`src/rtl/rto_map.svh`:
```
`ifndef RTO_MAP_SVH
`define RTO_MAP_SVH

// ---------------------------------------------------------------
// Instruction codes
// ---------------------------------------------------------------
`define RTO_OP_LOAD_ACC_FROM_FILE_SELECT  10'h053
`define RTO_OP_COPY_ACC_TO_COMPANION      10'h00E
`define RTO_OP_WRITE_FIRST_DISP_CTRL      10'h2A8
`define RTO_OP_WRITE_SECOND_DISP_CTRL     10'h2A9

// ---------------------------------------------------------------
// Widths and reset values
// ---------------------------------------------------------------
`define RTO_CODE_W      10
`define RTO_NIB_W       4
`define RTO_FSEL_W      2
`define RTO_ACC_RST     4'h0
`define RTO_COMP_RST    4'h0
`define RTO_LCD1_RST    4'h0
`define RTO_LCD2_RST    4'h0
`define RTO_ZERO2       2'h0

`endif

```
`src/rtl/rto_pkg.sv`:
```
`include "rto_map.svh"

package rto_pkg;
   typedef logic [`RTO_CODE_W-1:0] rto_code_t;
   typedef logic [`RTO_NIB_W-1:0]  rto_nib_t;
   typedef logic [`RTO_FSEL_W-1:0] rto_fsel_t;

   // Instruction presented by the core for one instruction cycle
   typedef struct packed {
      logic      valid;
      rto_code_t code;
   } rto_instr_t;

   // Load of the accumulator by other instructions
   typedef struct packed {
      logic     valid;
      rto_nib_t data;
   } rto_acc_load_t;

   // Registers held by the block
   typedef struct packed {
      rto_nib_t acc;
      rto_nib_t companion;
      rto_nib_t lcd_control_first;
      rto_nib_t lcd_control_second;
   } rto_regs_t;
endpackage

```
`src/rtl/rto_core.sv`:
```
`include "rto_map.svh"

module rto_core (
   // Clock and reset
   input  wire logic                   clock,
   input  wire logic                   rst,
   // Instruction stream
   input  wire rto_pkg::rto_instr_t    instr,
   input  wire rto_pkg::rto_fsel_t     file_select,
   input  wire rto_pkg::rto_acc_load_t acc_load,
   // Register contents
   output rto_pkg::rto_regs_t          regs,
   // Status toward the core
   output logic                        executed,
   output logic                        carry_we,
   output logic                        skip_req
);
   import rto_pkg::*;

   // ---------------------------------------------------------------
   // Decode
   // ---------------------------------------------------------------
   logic      op_load_fsel;
   logic      op_copy_comp;
   logic      op_wr_lcd_first;
   logic      op_wr_lcd_second;
   logic      acc_side_we;
   logic      acc_we;
   logic      comp_we;
   logic      lcd_first_we;
   logic      lcd_second_we;
   rto_nib_t  fsel_ext;
   rto_regs_t regs_r;
   rto_regs_t regs_nxt;

   assign op_load_fsel     = instr.valid
                             && (instr.code == `RTO_OP_LOAD_ACC_FROM_FILE_SELECT);
   assign op_copy_comp     = instr.valid
                             && (instr.code == `RTO_OP_COPY_ACC_TO_COMPANION);
   assign op_wr_lcd_first  = instr.valid
                             && (instr.code == `RTO_OP_WRITE_FIRST_DISP_CTRL);
   assign op_wr_lcd_second = instr.valid
                             && (instr.code == `RTO_OP_WRITE_SECOND_DISP_CTRL);
   assign executed         = op_load_fsel
                             || op_copy_comp
                             || op_wr_lcd_first
                             || op_wr_lcd_second;

   // ---------------------------------------------------------------
   // Status toward the core
   // ---------------------------------------------------------------
   assign carry_we = 1'b0;
   assign skip_req = 1'b0;

   // ---------------------------------------------------------------
   // Write enables
   // ---------------------------------------------------------------
   assign fsel_ext      = {`RTO_ZERO2, file_select};
   assign acc_side_we   = acc_load.valid && !executed;
   assign acc_we        = op_load_fsel || acc_side_we;
   assign comp_we       = op_copy_comp;
   assign lcd_first_we  = op_wr_lcd_first;
   assign lcd_second_we = op_wr_lcd_second;

   // ---------------------------------------------------------------
   // Next register values
   // ---------------------------------------------------------------
   always_comb begin
      regs_nxt = regs_r;
      if (op_load_fsel) begin
         regs_nxt.acc = fsel_ext;
      end else if (acc_side_we) begin
         regs_nxt.acc = acc_load.data;
      end
      if (comp_we) begin
         regs_nxt.companion = regs_r.acc;
      end
      if (lcd_first_we) begin
         regs_nxt.lcd_control_first = regs_r.acc;
      end
      if (lcd_second_we) begin
         regs_nxt.lcd_control_second = regs_r.acc;
      end
   end

   // ---------------------------------------------------------------
   // Registers
   // ---------------------------------------------------------------
   always_ff @(posedge clock or posedge rst) begin
      if (rst) begin
         regs_r.acc                <= `RTO_ACC_RST;
         regs_r.companion          <= `RTO_COMP_RST;
         regs_r.lcd_control_first  <= `RTO_LCD1_RST;
         regs_r.lcd_control_second <= `RTO_LCD2_RST;
      end else begin
         regs_r <= regs_nxt;
      end
   end

   assign regs = regs_r;

   // ---------------------------------------------------------------
   // Checks on the accumulator
   // ---------------------------------------------------------------
   fsel_low_load_a : assert property (@(posedge clock) disable iff (rst)
      op_load_fsel
      |=> regs_r.acc[`RTO_FSEL_W-1:0] == $past(file_select))
      else $error("accumulator low bits not loaded from file select");

   acc_high_clear_a : assert property (@(posedge clock) disable iff (rst)
      op_load_fsel
      |=> regs_r.acc[`RTO_NIB_W-1:`RTO_FSEL_W] == `RTO_ZERO2)
      else $error("accumulator high bits not cleared");

   acc_side_load_a : assert property (@(posedge clock) disable iff (rst)
      acc_load.valid && !executed
      |=> regs_r.acc == $past(acc_load.data))
      else $error("accumulator side load lost");

   acc_op_priority_a : assert property (@(posedge clock) disable iff (rst)
      op_load_fsel && acc_load.valid
      |=> regs_r.acc == $past(fsel_ext))
      else $error("side load overrode file select load");

   acc_hold_a : assert property (@(posedge clock) disable iff (rst)
      !op_load_fsel && !acc_load.valid
      |=> $stable(regs_r.acc))
      else $error("accumulator changed without a write");

   acc_kept_a : assert property (@(posedge clock) disable iff (rst)
      op_copy_comp || op_wr_lcd_first || op_wr_lcd_second
      |=> $stable(regs_r.acc))
      else $error("accumulator disturbed by a transfer out");

   acc_side_refused_a : assert property (@(posedge clock) disable iff (rst)
      acc_load.valid && executed && !op_load_fsel
      |=> $stable(regs_r.acc))
      else $error("side load taken during a decoded transfer");

   // ---------------------------------------------------------------
   // Checks on the companion
   // ---------------------------------------------------------------
   companion_copy_a : assert property (@(posedge clock) disable iff (rst)
      op_copy_comp
      |=> (regs_r.companion == $past(regs_r.acc)) && $stable(regs_r.acc))
      else $error("companion copy wrong or accumulator disturbed");

   comp_hold_a : assert property (@(posedge clock) disable iff (rst)
      !op_copy_comp
      |=> $stable(regs_r.companion))
      else $error("companion changed without its instruction");

   comp_only_a : assert property (@(posedge clock) disable iff (rst)
      op_copy_comp
      |=> $stable(regs_r.lcd_control_first) && $stable(regs_r.lcd_control_second))
      else $error("companion copy touched display control");

   comp_one_cycle_a : assert property (@(posedge clock) disable iff (rst)
      op_copy_comp ##1 !instr.valid
      |=> $stable(regs_r.companion))
      else $error("companion copy took more than one cycle");

   // ---------------------------------------------------------------
   // Checks on the display control
   // ---------------------------------------------------------------
   lcd_first_wr_a : assert property (@(posedge clock) disable iff (rst)
      op_wr_lcd_first
      |=> regs_r.lcd_control_first == $past(regs_r.acc))
      else $error("first display control not written");

   lcd_second_wr_a : assert property (@(posedge clock) disable iff (rst)
      op_wr_lcd_second
      |=> (regs_r.lcd_control_second == $past(regs_r.acc)) && $stable(regs_r.acc))
      else $error("second display control wrong or accumulator disturbed");

   lcd_first_hold_a : assert property (@(posedge clock) disable iff (rst)
      !op_wr_lcd_first
      |=> $stable(regs_r.lcd_control_first))
      else $error("first display control changed without its instruction");

   lcd_second_hold_a : assert property (@(posedge clock) disable iff (rst)
      !op_wr_lcd_second
      |=> $stable(regs_r.lcd_control_second))
      else $error("second display control changed without its instruction");

   lcd_first_only_a : assert property (@(posedge clock) disable iff (rst)
      op_wr_lcd_first
      |=> $stable(regs_r.lcd_control_second) && $stable(regs_r.companion))
      else $error("first display write touched another register");

   lcd_second_only_a : assert property (@(posedge clock) disable iff (rst)
      op_wr_lcd_second
      |=> $stable(regs_r.lcd_control_first) && $stable(regs_r.companion))
      else $error("second display write touched another register");

   // ---------------------------------------------------------------
   // Checks on status
   // ---------------------------------------------------------------
   no_side_effect_a : assert property (@(posedge clock) disable iff (rst)
      executed
      |-> !carry_we && !skip_req)
      else $error("carry or skip touched");

   status_quiet_a : assert property (@(posedge clock) disable iff (rst)
      1'b1
      |-> !carry_we && !skip_req)
      else $error("carry or skip request raised");

   decode_single_a : assert property (@(posedge clock) disable iff (rst)
      instr.valid
      |-> $onehot0({op_load_fsel, op_copy_comp, op_wr_lcd_first, op_wr_lcd_second}))
      else $error("more than one transfer decoded");

   undecoded_inert_a : assert property (@(posedge clock) disable iff (rst)
      instr.valid && !executed && !acc_load.valid
      |=> $stable(regs_r))
      else $error("undecoded code changed a register");

endmodule // rto_core

```
`config.mk`:
```
export PLATFORM = sky130hd
export DESIGN_NAME = rto_core
export DESIGN_NICKNAME = d
export VERILOG_FILES = /design/src/rtl/rto_pkg.sv /design/src/rtl/rto_core.sv
export VERILOG_INCLUDE_DIRS = /design/src /design/src/rtl
export SDC_FILE = /design/constraint.sdc
export NUM_CORES = 1
export LEC_CHECK = 0
export BUFFER_PORTS_ARGS = -buffer_cell sky130_fd_sc_hd__buf_2
export CAP_MARGIN = 20
export CORE_MARGIN = 2
export CORE_UTILIZATION = 30
export DETAILED_ROUTE_END_ITERATION = 10
export GPL_ROUTABILITY_DRIVEN = 0
export MAX_ROUTING_LAYER = met4
export PLACE_DENSITY = 0.62
export SLEW_MARGIN = 0
export SYNTH_ARGS = -nofsm -noshare
export SYNTH_HDL_FRONTEND = slang
export SYNTH_SLANG_ARGS = --single-unit
```
`constraint.sdc`:
```
create_clock -name clock -period 1 [get_ports clock]
set_input_delay 0.1 -clock clock [delete_from_list [all_inputs] [get_ports clock]]
set_output_delay 0.1 -clock clock [all_outputs]
set_load 0.02 [all_outputs]
```
==> results of run 1 <==
per-stage QoR:
step	setup TNS (ns)	hold WS, ns	utilization (%)
floorplan	-3.361	0.01374	-
finish	-0.8180	0.07235	54.90
detailed placement	-7.420	0.1129	44.09
CTS	-1.234	0.07145	50.81
global placement	-6.745	0.1091	44.09
global route	-1.593	0.06457	54.90
critical path: stages:
cell,delay (ns)
buf_6,0.10
nor3b_4,0.20
nand3b_1,0.17
a21o_4,0.26
nand2_2,0.06
buf_6,0.11
cells by family (layout without fill, tap and decap cells):
logic type             count (synthesis)  count (layout)
muxes                                 12              12
and+or+nand+nor                       20              20
other                                  1               2
AOI/OAI and AO/OA                     12              12
DFF                                   16              16
buffers and inverters                  5              60
repair_timing:
| action | in CTS | in global routing |
|---|---|---|
| setup buffers | 6 | 4 |
| endpoints found under the setup margin | 21 | 18 |
| hold buffers | 1 | 0 |
| hold endpoints to repair | 16 | 0 |
| resized for setup | 17 | 18 |
| pin swaps | 9 | 8 |
cells in the final DEF, fill, tap and decap left out, drive strengths merged, types with 3 or more instances in the layout:
cell,count
buf,54
nand2,3
o21ai,4
mux2,12
a21oi,5
clkbuf,3
nor2,3
dfrtp,16
cell type report:
type / instances / area [um2] / share of cell area [%]
flip-flops and latches: 16 / 401.6 / 29.53
well taps: 30 / 37.54 / 2.760
clock buffers: 3 / 22.52 / 1.656
inverters: 2 / 7.507 / 0.5520
repair buffers: 55 / 392.9 / 28.89
multi-input cells: 46 / 498.0 / 36.61
report_power, final:
part	internal, mW	switching [mW]	total [mW]
clock	0.140	0.188	0.328
combinational	0.149	0.133	0.282
sequential	0.668	0.0159	0.684
per-layer routing:
metal,up-vias,routed length (um),GRT usage [%]
met2,34,1044,23.30
li1,349,-,-
met1,354,868,18.96
met5,-,0,-
met4,0,34,6.272
met3,3,147,2.810
how the worst max path moves through the flow:
stage	end	slack (ns)	cells after the start
CTS	regs[7]	-0.11	6
global route	executed	-0.18	6
floorplan	regs[10]	-0.28	5
global placement	regs[8]	-0.45	5
finish	executed	-0.10	6
detailed placement	regs[9]	-0.49	5
==> out/qor.txt, run 1 <==
Yosys Warn Count: 0
Count of antenna diodes in the layout: 0
Hold path startpoint: acc_load[2]
Drt wl/cell: 13.78 um
H-tree depth reported by CTS: 1
Post-synth design cell area: 788.3 um2
Clock tree from TritonCTS: yes
Type of the tightest min-delay check: in -> reg
Antenna violations before repair: 0
Cells after synthesis: 66
Setup repair after global routing missed its margin: yes
Routed WL: 2095 um
Hold violation count in the final report: 0
Layout overhead on the synthesized area: 72.54%
Final number of max-transition violations: 0
Initial drt markers: 1
Critical Setup Path Class: in -> out
Vias/cell: 4.868
Number of cells on the worst reg-to-reg path: 2
Synthesized-area fraction occupied by adder cells: 0%
Shortest period the worst path allows: 1.104 ns
# placed instances: 138
Part of the Yosys area used for sequential elements: 50.79%
Hold Crit Depth: 3
Critical Path Source: instr[6]
Site row count: 18
Final setup violation count: 15
Post-synth EDFFs: 0
Power per unit of standard cell area: 950.7 mW/mm2
Post-detailed-placement cell area: 0.001092 mm2
Final WS setup: -0.1045 ns
Critical Path Sink Type: output pin
Wire length of the first global-routing pass: 3477 um
Fillcell total: 232
Reg-to-reg setup timing slack: 0.03 ns
Asr flop ratio synth: 100.0%
Non-filler cells, final: 152
Simple-Gate Fraction of Synth Area: 16.98%
Total core area: 0.002477 mm2
Capture instance of the worst register-to-register path: regs[9]
Die X-Extent: 55.26 um
CTS Root Buffer Type: clkbuf_4
Xor and xnor area share after synthesis: 0%
Latest clock arrival within the worst-skew pair: 0.28 ns
Compound-cell area share of the yosys netlist: 8.413%
DRC violations left: 0
Top cells by instance count after synthesis: dfrtp_1, mux2_2, a21oi_1, mux2_4, o21ai_0
Area contributors post-synth: dfrtp_1, mux2_2, mux2_4
Setup clock skew after layout: 0.002993 ns
Reg2Reg Launch Point: regs[13]
Post-Place Setup Slack: -0.4880 ns
Initial core utilization: 31.82%
Predominant post-synthesis flop cell: dfrtp_1
Total I/O pin count: 39
Final period util: 110.4%
DRT antenna net count: 0
Critical path data required time: 0.90 ns
Most frequent cell after synthesis: dfrtp_1
Layout cell share with drive strength beyond 1: 72.95%
Multiplexer fraction of the synthesized cell area: 19.05%
Die H: 55.26 um
Peak VDD IR: 0.0005579 V
Clock Sink Count: 16
Largest net degree at the start of global routing: 17
Total global routing overflow: 0
Total non-filler cell area in the finished layout: 0.001360 mm2
Biggest fanout along the worst timing path: 3
First-pass detailed-route iteration total: 2
Combinational family with the most area after synthesis: multiplexers
Netlist cell types: 24
Max Clock Freq: 905.4 MHz
Register bit total from synthesis: 16
Status: finished, violations left
Total clock buffers created by CTS: 3
Quantity of I/O buffers inserted on ports: 36
Synth area leader: dfrtp_1
Die outline area: 0.003054 mm2
Data arrival time of the critical path: 1.00 ns
Terminating pin of the worst hold path: regs[14]
Global routing usage summed across all routing layers: 14.92%
Via count of the first global-routing pass: 747
Share of Yosys cell area claimed by the top area cell type: 50.79%
Leak: 0.7212 nW
Flip-flop count of the largest register, all copies and words added: 16
Violated checks: setup timing
Post-synthesis average cell area: 11.94 um2
HPWL after detailed placement: 1517 um
Startpoint kind of the worst setup timing path: input port
Clock transition at path regs: 0.08 ns
Number of vias after detailed routing: 740
Max-cap check violation count: 0
Longest Clk Path Bufs: 2
Total design power: 1.293 mW
Number of nets in the final layout: 144
Power figures use the tool's default switching activity.
==> run 2, diff against run 1 <==
- CORE_UTILIZATION: 30 -> 25
- PLACE_DENSITY: 0.62 -> 0.55
==> out/qor.txt, run 2 (synthesized netlist as in run 1, its figures left out) <==
Setup clock skew after layout: 0.006172 ns (+0.003179 ns)
Hold violation count in the final report: 0 (unchanged)
Sequential cell fraction of total power: 50.5% (-2.4 points)
Post-Place Setup Slack: -0.4492 ns (+0.03883 ns)
Critical Setup Path Class: in -> out
Type of the tightest min-delay check: in -> reg
Switching share of power: 25.35% (-0.67 points)
Flip-flop count of the largest register, all copies and words added: 16 (unchanged)
Initial drt markers: 7 (+6)
Die H: 60.15 um (+8.8%)
Site row count: 20 (+2)
Clock Sink Count: 16 (unchanged)
CP max-delay cell: nor4b_4
Max-cap check violation count: 0 (unchanged)
Count of antenna diodes in the layout: 0 (unchanged)
Clock transition at path regs: 0.09 ns (about the same)
Reg-to-reg setup timing slack: 0.07 ns (+0.04 ns)
Most common cell on crit path: buf_6
Wire length of the first global-routing pass: 3256 um (-6.4%)
Startpoint kind of the worst setup timing path: input port
Largest net degree at the start of global routing: 17 (unchanged)
Layout overhead on the synthesized area: 65.87%
Final WS setup: -0.1982 ns (-0.09367 ns)
Latest clock arrival within the worst-skew pair: 0.28 ns (about the same)
Setup repair after global routing missed its margin: yes
Leak: 0.6916 nW (-4.1%)
Number of cells on the worst reg-to-reg path: 2 (unchanged)
Peak VDD IR: 0.0002743 V (-51%)
Chain of cells forming the critical path: buf_8 -> nor4b_4 -> nand3b_4 -> buf_6 -> a21o_4 -> nand2_2 -> buf_6
Total core area: 0.003028 mm2 (+22%)
Final number of max-transition violations: 0 (unchanged)
DRC violations left: 0 (unchanged)
Data arrival time of the critical path: 1.10 ns (+0.10 ns)
Global routing usage summed across all routing layers: 13.21% (-1.7 points)
Critical Path Source: instr[9]
Commonest cells after routing, fill and taps aside: buf_2, buf_4, dfrtp_1, mux2_4
Number of nets in the final layout: 144 (unchanged)
First-pass detailed-route iteration total: 4 (+2)
Vias/cell: 4.383 (-10%)
Final period util: 119.8% (+9.4 points)
Die X-Extent: 60.15 um (+8.8%)
Combinational Power Share: 18.2% (-3.6 points)
Terminating pin of the worst hold path: regs[14]
Critical path data required time: 0.90 ns (about the same)
Shortest period the worst path allows: 1.198 ns (+0.09367 ns)
Routed WL: 2132 um (+1.8%)
Total I/O pin count: 39 (unchanged)
Antenna violations before repair: 0 (unchanged)
Total design power: 1.351 mW (+4.5%)
Longest Clk Path Bufs: 2 (unchanged)
CTS Root Buffer Type: clkbuf_4
Switching pwr: 0.3424 mW (+1.8%)
Post-detailed-placement cell area: 0.001125 mm2 (+3.0%)
Die outline area: 0.003618 mm2 (+18%)
Quantity of I/O buffers inserted on ports: 36 (unchanged)
Clock tree from TritonCTS: yes
Total clock buffers created by CTS: 3 (unchanged)
Initial core utilization: 26.03% (-5.8 points)
Via count of the first global-routing pass: 676 (-9.5%)
Max incr delay on CP: 0.32 ns (+0.06 ns)
Total non-filler cell area in the finished layout: 0.001308 mm2 (-3.9%)
H-tree depth reported by CTS: 1 (unchanged)
Biggest fanout along the worst timing path: 2 (-1)
HPWL after detailed placement: 1582 um (+4.3%)
Hold path startpoint: acc_load[2]
Capture instance of the worst register-to-register path: regs[9]
Drt wl/cell: 12.77 um (-7.4%)
DRT antenna net count: 0 (unchanged)
Violated checks: setup timing
Part of the total power dissipated in the clock network: 31.3% (+6.0 points)
Hold Crit Depth: 3 (unchanged)
Reg2Reg Launch Point: regs[13]
Max Clock Freq: 834.6 MHz (-7.8%)
Critical Path Sink Type: output pin
Total global routing overflow: 0 (unchanged)
Status: finished, violations left
Internal Pwr Total: 1.008 mW (+5.4%)
Power per unit of standard cell area: 1033 mW/mm2 (+8.7%)
Layout cell share with drive strength beyond 1: 70.73% (-2.2 points)
Number of vias after detailed routing: 732 (-1.1%)
Final setup violation count: 17 (+2)
Leading cell type in the layout, fill and taps excluded: buf_2
==> run 2: changes by cell type in the layout (fill, tap and decap cells not counted), moves of 2 or more <==
cell,previous run,this run
o21ai_1,1,3
buf_2,27,33
buf_6,8,3
nor3_2,0,2
nor3_1,2,0
a31oi_1,0,2
==> run 2: stage by stage <==
stage          TNS (ns)  std cells  hold WS [ns]  utilization [%]
5_1_grt          -2.492        167       0.05530            43.18
3_5_place_dp     -6.969        154        0.1157            37.15
4_1_cts          -1.393        166       0.06097            42.48
3_3_place_gp     -6.478        154        0.1120            37.15
6_report         -1.817        167       0.06979            43.18
2_1_floorplan    -3.361         67       0.01374                -
==> run 2: final cells by class <==
| type | count | area [um2] |
|---|---|---|
| clock buffer | 4 | 36.28 |
| fill | 300 | 1720 |
| inverter | 2 | 7.507 |
| multi-input combinational | 46 | 455.4 |
| sequential | 16 | 401.6 |
| tap | 44 | 55.05 |
| timing repair buffer | 55 | 351.6 |
==> run 2: power by group through the flow <==
| stage | Sequential [mW] | Combinational [mW] | Clock, mW |
|---|---|---|---|
| floorplan | 0.723 | 0.0706 | 0 |
| global placement | 0.706 | 0.186 | 0 |
| detailed placement | 0.706 | 0.190 | 0 |
| CTS | 0.681 | 0.242 | 0.435 |
| global route | 0.685 | 0.267 | 0.466 |
| finish | 0.682 | 0.246 | 0.422 |
==> run 2: worst max-delay path, delay by kind of cell <==
| family | cells | cell delay, ns |
|---|---|---|
| buf+inv | 3 | 0.34 |
| simple gates | 3 | 0.48 |
| compound gates | 1 | 0.18 |
==> run 2: routing by layer <==
metal | GRT usage, % | vias up | wire (um)
li1 | - | 352 | -
met1 | 16.47 | 346 | 947
met2 | 20.50 | 32 | 1026
met3 | 2.165 | 2 | 139
met4 | 6.667 | 0 | 19
met5 | - | - | 0
==> run 2: worst max-delay path by stage <==
stage	endpoint	slack, ns	cells after the start
after floorplan	regs[10]	-0.28	5
after global placement	regs[6]	-0.44	6
after detailed placement	regs[4]	-0.45	6
after CTS	executed	-0.21	7
after global routing	executed	-0.25	7
final	executed	-0.20	7
==> run 2: timing repair <==
item	CTS	global route
gates resized for setup	17	4
endpoints found under the setup margin	21	17
pin swaps	8	2
hold buffers	1	0
endpoints found under the hold margin	16	0
buffers inserted	7	1
==> run 3, diff against run 2 <==
- BUFFER_PORTS_ARGS: -buffer_cell sky130_fd_sc_hd__buf_2 -> -buffer_cell sky130_fd_sc_hd__buf_4
- CAP_MARGIN: 20 -> default
==> out/qor.txt, run 3 (synthesized netlist as in run 1, its figures left out) <==
Leading cell type in the layout, fill and taps excluded: buf_4
Non-filler cells, final: 166 (-0.60%)
Peak VDD IR: 0.0003758 V (+37%)
Total non-filler cell area in the finished layout: 0.001439 mm2 (+10%)
Capture instance of the worst register-to-register path: regs[11]
Clock Sink Count: 16 (unchanged)
Die X-Extent: 60.15 um (unchanged)
Count of antenna diodes in the layout: 0 (unchanged)
Biggest fanout along the worst timing path: 2 (unchanged)
Startpoint kind of the worst setup timing path: input port
Critical Path Sink Type: output pin
Worst hold slack across all endpoints: 0.06436 ns (-0.005427 ns)
Total design power: 1.406 mW (+4.1%)
CP max-delay cell: nor4b_4
Data arrival time of the critical path: 1.10 ns (about the same)
Commonest cells after routing, fill and taps aside: buf_4, dfrtp_1, mux2_4, buf_6
DRC violations left: 0 (unchanged)
Terminating pin of the worst hold path: regs[14]
Status: finished, violations left
Layout overhead on the synthesized area: 82.54%
Final design utilization: 47.52% (+4.3 points)
Leak: 0.7300 nW (+5.6%)
Initial core utilization: 26.03% (unchanged)
Longest Clk Path Bufs: 2 (unchanged)
Antenna violations before repair: 0 (unchanged)
Type of the tightest min-delay check: in -> reg
First-pass detailed-route iteration total: 3 (-1)
Clock transition at path regs: 0.10 ns (about the same)
Flip-flop count of the largest register, all copies and words added: 16 (unchanged)
Setup clock skew after layout: 0.009228 ns (+0.003056 ns)
Final total negative setup slack: -1.368 ns (+0.4489 ns)
Number of vias after detailed routing: 727 (-0.68%)
Clock tree from TritonCTS: yes
Final period util: 120.1% (+0.31 points)
Hold Crit Depth: 3 (unchanged)
Vias/cell: 4.380 (about the same)
Die H: 60.15 um (unchanged)
Max incr delay on CP: 0.32 ns (about the same)
Post-Place Setup Slack: -0.5095 ns (-0.06031 ns)
Fillcell total: 287 (-4.3%)
Largest net degree at the start of global routing: 17 (unchanged)
Final WS setup: -0.2012 ns (-0.003078 ns)
Chain of cells forming the critical path: buf_8 -> nor4b_4 -> nand3b_4 -> buf_6 -> a21o_4 -> nand2_2 -> buf_6
Number of nets in the final layout: 143 (-0.69%)
Total I/O pin count: 39 (unchanged)
Reg2Reg Launch Point: regs[15]
Drt wl/cell: 13.28 um (+4.0%)
Shortest period the worst path allows: 1.201 ns (+0.003078 ns)
Power per unit of standard cell area: 977.4 mW/mm2 (-5.4%)
Category of cells accounting for the largest share of critical-path delay: simple AND/OR/NAND/NOR gates
Violated checks: setup timing
Reg-to-reg setup timing slack: 0.03 ns (-0.04 ns)
Die outline area: 0.003618 mm2 (unchanged)
Initial drt markers: 28 (+21)
Critical Setup Path Class: in -> out
Global routing usage summed across all routing layers: 13.22% (about the same)
Total core area: 0.003028 mm2 (unchanged)
Total global routing overflow: 0 (unchanged)
HPWL after detailed placement: 1621 um (+2.5%)
Number of cells on the worst reg-to-reg path: 2 (unchanged)
Final setup violation count: 13 (-4)
Site row count: 20 (unchanged)
Max-cap check violation count: 0 (unchanged)
DRT antenna net count: 0 (unchanged)
CTS Root Buffer Type: clkbuf_4
Routed WL: 2205 um (+3.4%)
Post-detailed-placement cell area: 0.001222 mm2 (+8.7%)
Latest clock arrival within the worst-skew pair: 0.28 ns (about the same)
Most common cell on crit path: buf_6
# placed instances: 155 (+0.65%)
Total clock buffers created by CTS: 3 (unchanged)
H-tree depth reported by CTS: 1 (unchanged)
Setup repair after global routing missed its margin: yes
Critical path data required time: 0.90 ns (about the same)
Max Clock Freq: 832.5 MHz (-0.26%)
Final number of max-transition violations: 0 (unchanged)
Wire length of the first global-routing pass: 3381 um (+3.8%)
Hold violation count in the final report: 0 (unchanged)
Sum of buffers and inverters on the critical path: 3 (unchanged)
Quantity of I/O buffers inserted on ports: 36 (unchanged)
Via count of the first global-routing pass: 746 (+10%)
Layout cell share with drive strength beyond 1: 71.31% (+0.58 points)
Hold path startpoint: acc_load[2]
## run 3: changes by cell type in the layout (fill, tap and decap cells not counted), sizes merged
| cell | delta |
|---|---|
| buf | -1 |
## run 3: where the power goes
group | switching, mW | internal (mW) | leakage [nW]
Combinational | 0.135 | 0.164 | 0.494
Sequential | 0.0149 | 0.668 | 0.215
Clock | 0.203 | 0.221 | 0.0210
## run 3: worst max-delay path by stage
| stage | startpoint | endpoint | cells past startpoint |
|---|---|---|---|
| final | instr[9] | executed | 7 |
| after global routing | instr[4] | executed | 7 |
| after CTS | instr[7] | executed | 7 |
| after detailed placement | instr[8] | regs[7] | 6 |
| after global placement | instr[8] | regs[6] | 6 |
| after floorplan | instr[8] | regs[10] | 5 |
## run 3: layer usage
| layer | part of all wire, % | global-route usage, % | vias up |
|---|---|---|---|
| li1 | - | - | 345 |
| met1 | 44 | 16.64 | 344 |
| met2 | 49 | 21.12 | 34 |
| met3 | 6.3 | 1.732 | 4 |
| met4 | 1.0 | 5.714 | 0 |
| met5 | 0 | - | - |
## run 3: worst reg2reg max path: stages, from the launching register on
cell     delay, ns
dfrtp_2       0.44
buf_4         0.16
mux2_4        0.26
## run 3: cell type report
type                    count  area (um2)  share of cell area, %
multi-input cells          46       490.5                  34.09
repair buffers             54       445.4                  30.96
flip-flops and latches     16       401.6                  27.91
well taps                  44       55.05                  3.826
clock buffers               4       36.28                  2.522
inverters                   2       10.01                 0.6957
## run 3: what timing repair did
action	CTS	global route
endpoints found under the setup margin	21	18
setup buffers	6	0
hold buffers	1	0
pin swaps	5	6
gates resized for setup	18	12
hold endpoints to repair	16	0
